## src/design/cfmt_pkg.sv

```systemverilog
// Shared constants, register map and carrier types of the CAN filter, mailbox and timer slice
package cfmt_pkg;

  // ****************************************************************
  // Geometry
  // ****************************************************************
  localparam int OBJ_COUNT = 15;
  localparam int OBJ_W = 4;
  localparam int BYTES_PER_OBJ = 8;
  localparam int IDX_W = 3;
  localparam int MBOX_DEPTH = OBJ_COUNT * BYTES_PER_OBJ;
  localparam int MBOX_AW = 7;
  localparam int ID_W = 29;
  localparam int TIMER_W = 16;

  // ****************************************************************
  // Special function register byte addresses
  // ****************************************************************
  localparam logic [7:0] ADDR_TIMER_PRESCALE = 8'hA1;
  localparam logic [7:0] ADDR_MAILBOX_DATA_PORT = 8'hA3;
  localparam logic [7:0] ADDR_TTC_TIMER_LOW = 8'hA4;
  localparam logic [7:0] ADDR_TTC_TIMER_HIGH = 8'hA5;
  localparam logic [7:0] ADDR_MESSAGE_TIMER_LOW = 8'hAC;
  localparam logic [7:0] ADDR_MESSAGE_TIMER_HIGH = 8'hAD;
  localparam logic [7:0] ADDR_STAMP_LOW = 8'hAE;
  localparam logic [7:0] ADDR_STAMP_HIGH = 8'hAF;
  localparam logic [7:0] ADDR_EXT_ID_MASK_1 = 8'hC4;
  localparam logic [7:0] ADDR_EXT_ID_MASK_2 = 8'hC5;
  localparam logic [7:0] ADDR_EXT_ID_MASK_3 = 8'hC6;
  localparam logic [7:0] ADDR_EXT_ID_MASK_4 = 8'hC7;

  // ****************************************************************
  // Field layout of the fourth mask register
  // ****************************************************************
  localparam int MASK4_IDE_BIT = 0;
  localparam int MASK4_RSVD_BIT = 1;
  localparam int MASK4_RTR_BIT = 2;
  localparam int MASK4_ID_LSB = 3;

  // ****************************************************************
  // Reset values
  // ****************************************************************
  localparam logic [7:0] TIMER_PRESCALE_RST = 8'h00;
  localparam logic [TIMER_W-1:0] TIMER_RST = 16'h0000;
  localparam logic [7:0] BYTE_ZERO = 8'h00;
  localparam logic [IDX_W-1:0] IDX_ZERO = 3'h0;
  localparam logic [IDX_W-1:0] IDX_STEP = 3'h1;

  // ****************************************************************
  // Carriers
  // ****************************************************************
  typedef struct packed {
    logic [ID_W-1:0] id;
    logic rtr;
    logic ide;
  } cfmt_frame_s;

  typedef struct packed {
    logic [IDX_W-1:0] byte_idx;
    logic [7:0] rdata;
    logic [TIMER_W-1:0] stamp;
    logic [TIMER_W-1:0] ttc;
    logic acc_valid;
    logic accept;
  } cfmt_ctl_s;

  typedef struct packed {
    logic [OBJ_COUNT-1:0][ID_W-1:0] id_mask;
    logic [OBJ_COUNT-1:0] rtr_mask;
    logic [OBJ_COUNT-1:0] ide_mask;
  } cfmt_mask_s;

  typedef struct packed {
    cfmt_ctl_s ctl;
    cfmt_mask_s msk;
  } cfmt_state_s;

endpackage

```

## src/design/cfmt_mbox_mem.sv

```systemverilog
// Mailbox byte memory with one write port and one registered read port
`timescale 1ns/1ns
module cfmt_mbox_mem #(
  parameter int DEPTH = cfmt_pkg::MBOX_DEPTH,
  parameter int AW = cfmt_pkg::MBOX_AW
) (
  input wire logic clk_i,
  input wire logic we_i,
  input wire logic [AW-1:0] waddr_i,
  input wire logic [7:0] wdata_i,
  input wire logic [AW-1:0] raddr_i,
  output logic [7:0] rdata_o
);
  import cfmt_pkg::*;

  typedef struct packed {
    logic [DEPTH-1:0][7:0] mem;
    logic [7:0] q;
  } cfmt_mem_s;

  cfmt_mem_s st;
  cfmt_mem_s next_st;

  // Contents carry no reset: mailbox bytes are undefined until written
  always_comb begin
    next_st = st;
    if (we_i && (int'(waddr_i) < DEPTH)) begin
      next_st.mem[waddr_i] = wdata_i;
    end
    next_st.q = (int'(raddr_i) < DEPTH) ? st.mem[raddr_i] : BYTE_ZERO;
  end

  always_ff @(posedge clk_i) begin
    st <= next_st;
  end

  assign rdata_o = st.q;
endmodule

```

## src/design/cfmt_timer.sv

```systemverilog
// CAN timer prescaler and 16-bit message timer with byte-wise software load
`timescale 1ns/1ns
module cfmt_timer #(
  parameter int W = cfmt_pkg::TIMER_W
) (
  input wire logic clk_i,
  input wire logic rst_i,
  input wire logic tick_i,
  input wire logic [7:0] divider_i,
  input wire logic wr_low_i,
  input wire logic wr_high_i,
  input wire logic [7:0] wdata_i,
  output logic [W-1:0] count_o
);
  import cfmt_pkg::*;

  typedef struct packed {
    logic [7:0] presc_cnt;
    logic [W-1:0] count;
  } cfmt_tmr_s;

  cfmt_tmr_s st;
  cfmt_tmr_s next_st;

  // Divides the base tick by divider plus one, so 0 passes every tick
  always_comb begin
    next_st = st;
    if (tick_i) begin
      if (st.presc_cnt >= divider_i) begin
        next_st.presc_cnt = BYTE_ZERO;
        next_st.count = st.count + W'(1);
      end else begin
        next_st.presc_cnt = st.presc_cnt + 8'h01;
      end
    end
    // A software write to a byte wins over the count step of that cycle
    if (wr_low_i) begin
      next_st.count[7:0] = wdata_i;
    end
    if (wr_high_i) begin
      next_st.count[W-1:8] = (W-8)'(wdata_i);
    end
  end

  always_ff @(posedge clk_i) begin
    if (rst_i) begin
      st.presc_cnt <= BYTE_ZERO;
      st.count <= W'(TIMER_RST);
    end else begin
      st <= next_st;
    end
  end

  assign count_o = st.count;
endmodule

```

## src/design/cfmt_regs.sv

```systemverilog
// Acceptance mask registers, mailbox data port and CAN timer registers
`timescale 1ns/1ns
// Summary of operation
// - Each identifier mask bit at 0 forces its comparison true and at 1 compares it with the tag.
// - Bit 2 of the fourth mask register masks or enables the remote-request comparison.
// - Bit 0 of the fourth mask register masks or enables the extension-format comparison.
// - Masks apply only when filtering received frames and are ignored for transmit objects.
// - Bit 1 of the fourth mask register is reserved, reads undefined and must not be set; this slice stores nothing there and reads it as 0.
// - Mask registers leave reset undefined and software programs them before reception.
// - The data port reaches the byte of the selected object at object pointer plus index.
// - With auto-increment each data port access steps the index by one, wrapping 7 to 0.
// - An 8-bit prescaler, 0 to 255 and reset to zero, divides the main CAN timer clock.
// - The 16-bit message timer is seen as high and low bytes, the high byte resetting to zero.
// - A read-only 16-bit time stamp is read at high byte AFh and low byte AEh.
// - A read-only 16-bit time-triggered timer is read at high byte A5h and low byte A4h.
module cfmt_regs (
  input wire logic CLK_SYS_I,
  input wire logic SYS_RST_I,
  input wire logic [7:0] SFR_ADDR_I,
  input wire logic SFR_WR_I,
  input wire logic SFR_RD_I,
  input wire logic [7:0] SFR_WDATA_I,
  output logic [7:0] SFR_RDATA_O,
  input wire logic [cfmt_pkg::OBJ_W-1:0] PAGE_OBJ_I,
  input wire logic [cfmt_pkg::IDX_W-1:0] PAGE_IDX_I,
  input wire logic PAGE_LOAD_I,
  input wire logic PAGE_AUTOINC_I,
  output logic [cfmt_pkg::IDX_W-1:0] PAGE_IDX_O,
  input wire logic ACC_REQ_I,
  input wire logic [cfmt_pkg::OBJ_W-1:0] ACC_OBJ_I,
  input wire logic ACC_OBJ_TX_I,
  input wire cfmt_pkg::cfmt_frame_s ACC_FRAME_I,
  input wire cfmt_pkg::cfmt_frame_s ACC_TAG_I,
  output logic ACC_VALID_O,
  output logic ACC_MATCH_O,
  input wire logic TIMER_TICK_I,
  input wire logic STAMP_CAPTURE_I,
  input wire logic TTC_CAPTURE_I,
  output logic [cfmt_pkg::TIMER_W-1:0] MESSAGE_TIMER_O
);
  import cfmt_pkg::*;

  // ****************************************************************
  // Helper functions
  // ****************************************************************
  function automatic logic [MBOX_AW-1:0] mbox_addr(input logic [OBJ_W-1:0] obj,
                                                   input logic [IDX_W-1:0] idx);
    logic [MBOX_AW-1:0] base;
    base = MBOX_AW'(obj) << IDX_W;
    mbox_addr = base | MBOX_AW'(idx);
  endfunction

  // Masked compare: a differing bit only counts where the mask enables it
  function automatic logic masked_equal(input cfmt_frame_s frm, input cfmt_frame_s tag,
                                        input cfmt_frame_s msk);
    cfmt_frame_s diff;
    diff = frm ^ tag;
    masked_equal = ((diff & msk) == '0);
  endfunction

  function automatic logic obj_ok(input logic [OBJ_W-1:0] obj);
    obj_ok = (int'(obj) < OBJ_COUNT);
  endfunction

  // ****************************************************************
  // State
  // ****************************************************************
  cfmt_state_s st;
  cfmt_state_s next_st;
  logic [TIMER_W-1:0] timer_count;
  logic [7:0] mbox_q;
  logic [7:0] prescale;
  logic [7:0] next_prescale;
  logic mbox_hit;
  logic mbox_we;
  logic mask_we;
  logic wr_tim_low;
  logic wr_tim_high;
  logic [MBOX_AW-1:0] cur_addr;
  cfmt_frame_s sel_mask;
  cfmt_frame_s acc_mask;
  cfmt_frame_s full_mask;

  assign mbox_hit = (SFR_ADDR_I == ADDR_MAILBOX_DATA_PORT) && (SFR_WR_I || SFR_RD_I);
  assign mbox_we = SFR_WR_I && (SFR_ADDR_I == ADDR_MAILBOX_DATA_PORT) && obj_ok(PAGE_OBJ_I);
  assign mask_we = SFR_WR_I && obj_ok(PAGE_OBJ_I);
  assign wr_tim_low = SFR_WR_I && (SFR_ADDR_I == ADDR_MESSAGE_TIMER_LOW);
  assign wr_tim_high = SFR_WR_I && (SFR_ADDR_I == ADDR_MESSAGE_TIMER_HIGH);
  assign cur_addr = mbox_addr(PAGE_OBJ_I, st.ctl.byte_idx);

  // ****************************************************************
  // Mailbox memory and message timer
  // ****************************************************************
  cfmt_mbox_mem #(
    .DEPTH(MBOX_DEPTH),
    .AW(MBOX_AW)
  ) u_mbox (
    .clk_i(CLK_SYS_I),
    .we_i(mbox_we),
    .waddr_i(cur_addr),
    .wdata_i(SFR_WDATA_I),
    .raddr_i(cur_addr),
    .rdata_o(mbox_q)
  );

  cfmt_timer #(
    .W(TIMER_W)
  ) u_timer (
    .clk_i(CLK_SYS_I),
    .rst_i(SYS_RST_I),
    .tick_i(TIMER_TICK_I),
    .divider_i(prescale),
    .wr_low_i(wr_tim_low),
    .wr_high_i(wr_tim_high),
    .wdata_i(SFR_WDATA_I),
    .count_o(timer_count)
  );

  // ****************************************************************
  // Prescaler register
  // ****************************************************************
  always_comb begin
    next_prescale = prescale;
    if (SFR_WR_I && (SFR_ADDR_I == ADDR_TIMER_PRESCALE)) begin
      next_prescale = SFR_WDATA_I;
    end
  end

  always_ff @(posedge CLK_SYS_I) begin
    if (SYS_RST_I) begin
      prescale <= TIMER_PRESCALE_RST;
    end else begin
      prescale <= next_prescale;
    end
  end

  // ****************************************************************
  // Mask views of the selected and the queried object
  // ****************************************************************
  always_comb begin
    sel_mask = '0;
    acc_mask = '0;
    if (obj_ok(PAGE_OBJ_I)) begin
      sel_mask.id = st.msk.id_mask[PAGE_OBJ_I];
      sel_mask.rtr = st.msk.rtr_mask[PAGE_OBJ_I];
      sel_mask.ide = st.msk.ide_mask[PAGE_OBJ_I];
    end
    if (obj_ok(ACC_OBJ_I)) begin
      acc_mask.id = st.msk.id_mask[ACC_OBJ_I];
      acc_mask.rtr = st.msk.rtr_mask[ACC_OBJ_I];
      acc_mask.ide = st.msk.ide_mask[ACC_OBJ_I];
    end
    full_mask = '1;
  end

  // ****************************************************************
  // Register file, index pointer, captures and acceptance
  // ****************************************************************
  always_comb begin
    next_st = st;
    next_st.ctl.acc_valid = 1'b0;

    // Mask writes go to the object selected by the page pointer
    if (mask_we) begin
      case (SFR_ADDR_I)
        ADDR_EXT_ID_MASK_1: begin
          next_st.msk.id_mask[PAGE_OBJ_I][28:21] = SFR_WDATA_I;
        end
        ADDR_EXT_ID_MASK_2: begin
          next_st.msk.id_mask[PAGE_OBJ_I][20:13] = SFR_WDATA_I;
        end
        ADDR_EXT_ID_MASK_3: begin
          next_st.msk.id_mask[PAGE_OBJ_I][12:5] = SFR_WDATA_I;
        end
        ADDR_EXT_ID_MASK_4: begin
          next_st.msk.id_mask[PAGE_OBJ_I][4:0] = SFR_WDATA_I[7:MASK4_ID_LSB];
          next_st.msk.rtr_mask[PAGE_OBJ_I] = SFR_WDATA_I[MASK4_RTR_BIT];
          // Reserved bit has no storage, so a stray one cannot steer anything
          next_st.msk.ide_mask[PAGE_OBJ_I] = SFR_WDATA_I[MASK4_IDE_BIT];
        end
        default: begin
        end
      endcase
    end

    // Page load wins over a data port step in the same cycle
    if (PAGE_LOAD_I) begin
      next_st.ctl.byte_idx = PAGE_IDX_I;
    end else if (mbox_hit && PAGE_AUTOINC_I) begin
      next_st.ctl.byte_idx = st.ctl.byte_idx + IDX_STEP;
    end

    if (STAMP_CAPTURE_I) begin
      next_st.ctl.stamp = timer_count;
    end
    if (TTC_CAPTURE_I) begin
      next_st.ctl.ttc = timer_count;
    end

    if (SFR_RD_I) begin
      case (SFR_ADDR_I)
        ADDR_TIMER_PRESCALE: next_st.ctl.rdata = prescale;
        ADDR_MAILBOX_DATA_PORT: next_st.ctl.rdata = mbox_q;
        ADDR_TTC_TIMER_LOW: next_st.ctl.rdata = st.ctl.ttc[7:0];
        ADDR_TTC_TIMER_HIGH: next_st.ctl.rdata = st.ctl.ttc[15:8];
        ADDR_MESSAGE_TIMER_LOW: next_st.ctl.rdata = timer_count[7:0];
        ADDR_MESSAGE_TIMER_HIGH: next_st.ctl.rdata = timer_count[15:8];
        ADDR_STAMP_LOW: next_st.ctl.rdata = st.ctl.stamp[7:0];
        ADDR_STAMP_HIGH: next_st.ctl.rdata = st.ctl.stamp[15:8];
        ADDR_EXT_ID_MASK_1: next_st.ctl.rdata = sel_mask.id[28:21];
        ADDR_EXT_ID_MASK_2: next_st.ctl.rdata = sel_mask.id[20:13];
        ADDR_EXT_ID_MASK_3: next_st.ctl.rdata = sel_mask.id[12:5];
        ADDR_EXT_ID_MASK_4: begin
          next_st.ctl.rdata = {sel_mask.id[4:0], sel_mask.rtr, 1'b0, sel_mask.ide};
        end
        default: next_st.ctl.rdata = BYTE_ZERO;
      endcase
    end

    // Transmit objects compare every bit, so their mask contents have no effect
    if (ACC_REQ_I) begin
      next_st.ctl.acc_valid = 1'b1;
      if (!obj_ok(ACC_OBJ_I)) begin
        next_st.ctl.accept = 1'b0;
      end else if (ACC_OBJ_TX_I) begin
        next_st.ctl.accept = masked_equal(ACC_FRAME_I, ACC_TAG_I, full_mask);
      end else begin
        next_st.ctl.accept = masked_equal(ACC_FRAME_I, ACC_TAG_I, acc_mask);
      end
    end
  end

  // Masks are deliberately left out of reset; software must program them first
  always_ff @(posedge CLK_SYS_I) begin
    if (SYS_RST_I) begin
      st.ctl.byte_idx <= IDX_ZERO;
      st.ctl.rdata <= BYTE_ZERO;
      st.ctl.stamp <= TIMER_RST;
      st.ctl.ttc <= TIMER_RST;
      st.ctl.acc_valid <= 1'b0;
      st.ctl.accept <= 1'b0;
      st.msk <= next_st.msk;
    end else begin
      st <= next_st;
    end
  end

  assign SFR_RDATA_O = st.ctl.rdata;
  assign PAGE_IDX_O = st.ctl.byte_idx;
  assign ACC_VALID_O = st.ctl.acc_valid;
  assign ACC_MATCH_O = st.ctl.accept;
  assign MESSAGE_TIMER_O = timer_count;
endmodule

```

## config.mk

```make
export PLATFORM = sky130hd
export DESIGN_NAME = cfmt_regs
export DESIGN_NICKNAME = d
export VERILOG_FILES = /design/src/design/cfmt_pkg.sv /design/src/design/cfmt_mbox_mem.sv /design/src/design/cfmt_timer.sv /design/src/design/cfmt_regs.sv
export SDC_FILE = /design/constraint.sdc
export NUM_CORES = 2
export LEC_CHECK = 0
export BUFFER_PORTS_ARGS = -buffer_cell sky130_fd_sc_hd__buf_4
export CAP_MARGIN = 10
export CORE_MARGIN = 2
export CORE_UTILIZATION = 55
export DETAILED_ROUTE_END_ITERATION = 16
export PLACE_DENSITY = 0.71
export SLEW_MARGIN = 40
export SYNTH_ARGS = -nofsm -noshare
export SYNTH_HDL_FRONTEND = slang
export SYNTH_SLANG_ARGS = --single-unit
```

## constraint.sdc

```tcl
create_clock -name CLK_SYS_I -period 17.8 [get_ports CLK_SYS_I]
set_input_delay 0.89 -clock CLK_SYS_I [delete_from_list [all_inputs] [get_ports CLK_SYS_I]]
set_output_delay 0.89 -clock CLK_SYS_I [all_outputs]
set_load 0.02 [all_outputs]
```

==> metrics <==
status finished clean; post-synth cell types 67; crit path kind primary input to register; Post-Syn Area approximately 0.067 sq mm; worst setup path start SFR_ADDR_I[5]; core area between 0.1 and 0.15 sq mm; FFs w/ async S/R, synth 0; Clock Sinks between 1500 and 2000; Cell Pwr Density roughly 100 mW/mm^2; commonest non-fill, non-tap cell in the layout edfxtp_1; number of global-route vias before repair 42900; CTS Buf Count 153; Crit Reg-Reg Startpoint PAGE_IDX_O[0]; die height 353 um; die width between 300 and 400 um; Layout Skew 0.0311 ns; WP data required approximately 18 ns; CP Max Fanout between 150 and 200; DRC 0; first-pass GRT wire length 302000 um; Final Hold Viols 0; Post-CTS Setup Inserts 0; Reg2Reg Depth 5; Slew @ Worst Pin around 0.95 ns; GPL Wtd Cong 0.984; ordered list of cells on the worst path buf_4, nor4bb_1, and2_1, nand2_2, nand2_8, nand3_2, inv_16, buf_12, buf_16; final setup fails 0; total grt overflow 0; CTS tree done; Crit path max-delay family simple AND/OR/NAND/NOR gates; Post-Syn Area per Cell about 14 sq um; fin crit period between 5 and 6 ns; FF+latch count, synth between 1500 and 2000; Mapped Nets just under 5000; H-tree levels 4; relative slew slack 0.364; Leak around 24 nW; Arr. time, crit path ~5.5 ns; clock tree buffer depth 3; Clk pin slew, worst setup/hold paths 0.06 ns; Slew Limit Fails 0; worst flop-to-flop path endpoint u_mbox.st[32]; hpwl dp approximately 130000 um; initial drt markers approximately 7600; Critical Path Max Stage Delay between 0.6 and 0.7 ns; Root Driver clkbuf_16; I/O pin cnt 129; crit path launch type primary input; Hold Path Cell Cnt 3; GRT Total Usage 0.330; RSZ-0062 raised after global routing false; number of synthesized flops with an enable pin 1425; Seq/Total Area, Yosys 0.665; Post-synth top flop edfxtp_1; worst setup margin approximately 13 ns; initial antenna violation count 10; port bufs roughly 130; Crit. End Element register; worst setup path end st[102]; synthesized instance count about 4700; CTS hold repair buffers 0; Worst Hold Slack ~0.34 ns; VDD IR-drop max roughly 0.098 mV; fin crit share 0.285; highest-count cells in the layout ignoring fill and taps edfxtp_1, a22oi_1, nand2_1, a22o_1, mux2i_1; Util after Layout 0.618; Crit path depth 9; Place WS around 11 ns; First-pass DRT Iterations 11; Vias approximately 46000; die area around 0.12 sq mm; Vias/cell just over 7; Crit-path slowest cell nor4bb_1; post-route ant nets 0; Worst Hold Class primary input to register; area delta synth->final 11.0%; maximum capacitance violations 0; r2r setup slk ~13 ns; largest net degree at the start of global routing about 160; Buffers & Inverters on Critical Path 4; nets@finish roughly 4800; fin cells between 6000 and 7000; setup TNS 0 ns; worst skew pair latency 0.81 ns; row cnt 127; drt total wl around 210000 um; Resize count post-CTS 0; Max Clk Rate around 200 MHz; Starting Density 0.556; Placed Instances a little over 6000; Wirelength per Cell 32.8 um; share of cells above drive strength 1 0.154; Yosys warnings 0
[worst min-delay path, stage by stage]
cell	delay (ns)
buf_4	0.08
a21oi_1	0.05
nor2_1	0.08
[flip-flops by register name, summed over array words and instances, names as in the netlist]
register	flops
u_mbox.st	960
ACC_MATCH_O	1
prescale	8
SFR_RDATA_O	8
u_mbox.rdata_o	8
ACC_VALID_O	1
st	497
PAGE_IDX_O	3
u_timer.count_o	16
u_timer.st	8
[area by class of cell]
| cell class | count | area [sq um] |
|---|---|---|
| Tap cell | 1612 | 2020 |
| Antenna cell | 5 | 12.5 |
| Sequential cell | 1510 | 44500 |
| Clock buffer | 198 | 4080 |
| Timing Repair Buffer | 226 | 1880 |
| Inverter | 47 | 193 |
| Multi-Input combinational cell | 2731 | 21000 |
| Clock inverter | 70 | 581 |
| Fill cell | 8827 | 46000 |
[where the power goes]
group | internal, W | switching [W] | total [W]
Sequential | 0.00388 | 0.0000119 | 0.00389
Combinational | 0.000142 | 0.000341 | 0.000483
Clock | 0.00170 | 0.00138 | 0.00308
Total | 0.00571 | 0.00174 | 0.00745
[how the worst min path moves through the flow]
| stage | from | to | slack [ns] |
|---|---|---|---|
| floorplan | prescale[3] | prescale[3] | 0.45 |
| global placement | prescale[1] | prescale[1] | 0.46 |
| detailed placement | prescale[6] | prescale[6] | 0.47 |
| CTS | PAGE_IDX_I[1] | PAGE_IDX_O[1] | 0.30 |
| global route | PAGE_IDX_I[1] | PAGE_IDX_O[1] | 0.36 |
| finish | PAGE_IDX_I[1] | PAGE_IDX_O[1] | 0.34 |
[per-stage QoR]
step,total power (W),instance area (sq um)
floorplan,0.00420,66900
global placement,0.00441,69100
detailed placement,0.00442,69300
CTS,0.00743,74000
global route,0.00760,74300
finish,0.00745,74300
[Yosys cell counts (10+ instances only)]
cell | instances | share of area
xor2_1 | 10 | 0.0013
nand2b_1 | 12 | 0.0011
a41oi_1 | 65 | 0.0085
a221oi_1 | 29 | 0.0038
nand2_1 | 383 | 0.021
mux4_2 | 154 | 0.052
inv_1 | 46 | 0.0026
o21ai_1 | 30 | 0.0022
buf_4 | 39 | 0.0044
nand4_1 | 84 | 0.0079
a211oi_1 | 59 | 0.0066
and3_1 | 11 | 0.0010
dfxtp_1 | 85 | 0.025
o2111ai_1 | 10 | 0.0013
nor2_1 | 302 | 0.017
buf_1 | 44 | 0.0025
xnor2_1 | 45 | 0.0059
a22oi_1 | 486 | 0.055
ha_1 | 11 | 0.0021
nor4_1 | 17 | 0.0016
nor2b_1 | 13 | 0.0012
edfxtp_1 | 1425 | 0.64
a21oi_1 | 49 | 0.0037
o221ai_1 | 34 | 0.0044
nor3_1 | 14 | 0.0010
clkbuf_1 | 264 | 0.015
a222oi_1 | 11 | 0.0016
mux2i_1 | 214 | 0.032
a22o_1 | 327 | 0.043
buf_2 | 58 | 0.0043
o21ai_0 | 171 | 0.013
o22ai_1 | 14 | 0.0013
a32o_1 | 10 | 0.0015
nand3_1 | 87 | 0.0065
[cell families (layout without fill, tap and decap cells)]
kind of cell             count (synthesis)  after routing  share of synthesized area
AO/OA/AOI/OAI                         1334           1334                      0.150
adder cells (fa/ha/maj)                 11             11                    0.00206
AND/OR/NAND/NOR                        962            962                     0.0633
flip-flops                            1510           1510                      0.665
other                                    0              5                          0
buffers and inverters                  454            541                     0.0290
multiplexers                           369            369                     0.0840
XOR/XNOR                                55             55                    0.00720
[routing by layer]
layer | GRT usage | share of wire | vias to the layer above
met5 | 0 | 0.00019 | -
met4 | 0.178 | 0.062 | 8
met3 | 0.0767 | 0.12 | 630
met2 | 0.493 | 0.45 | 3525
met1 | 0.452 | 0.37 | 22700
li1 | - | - | 18900
Power figures use the tool's default switching activity.
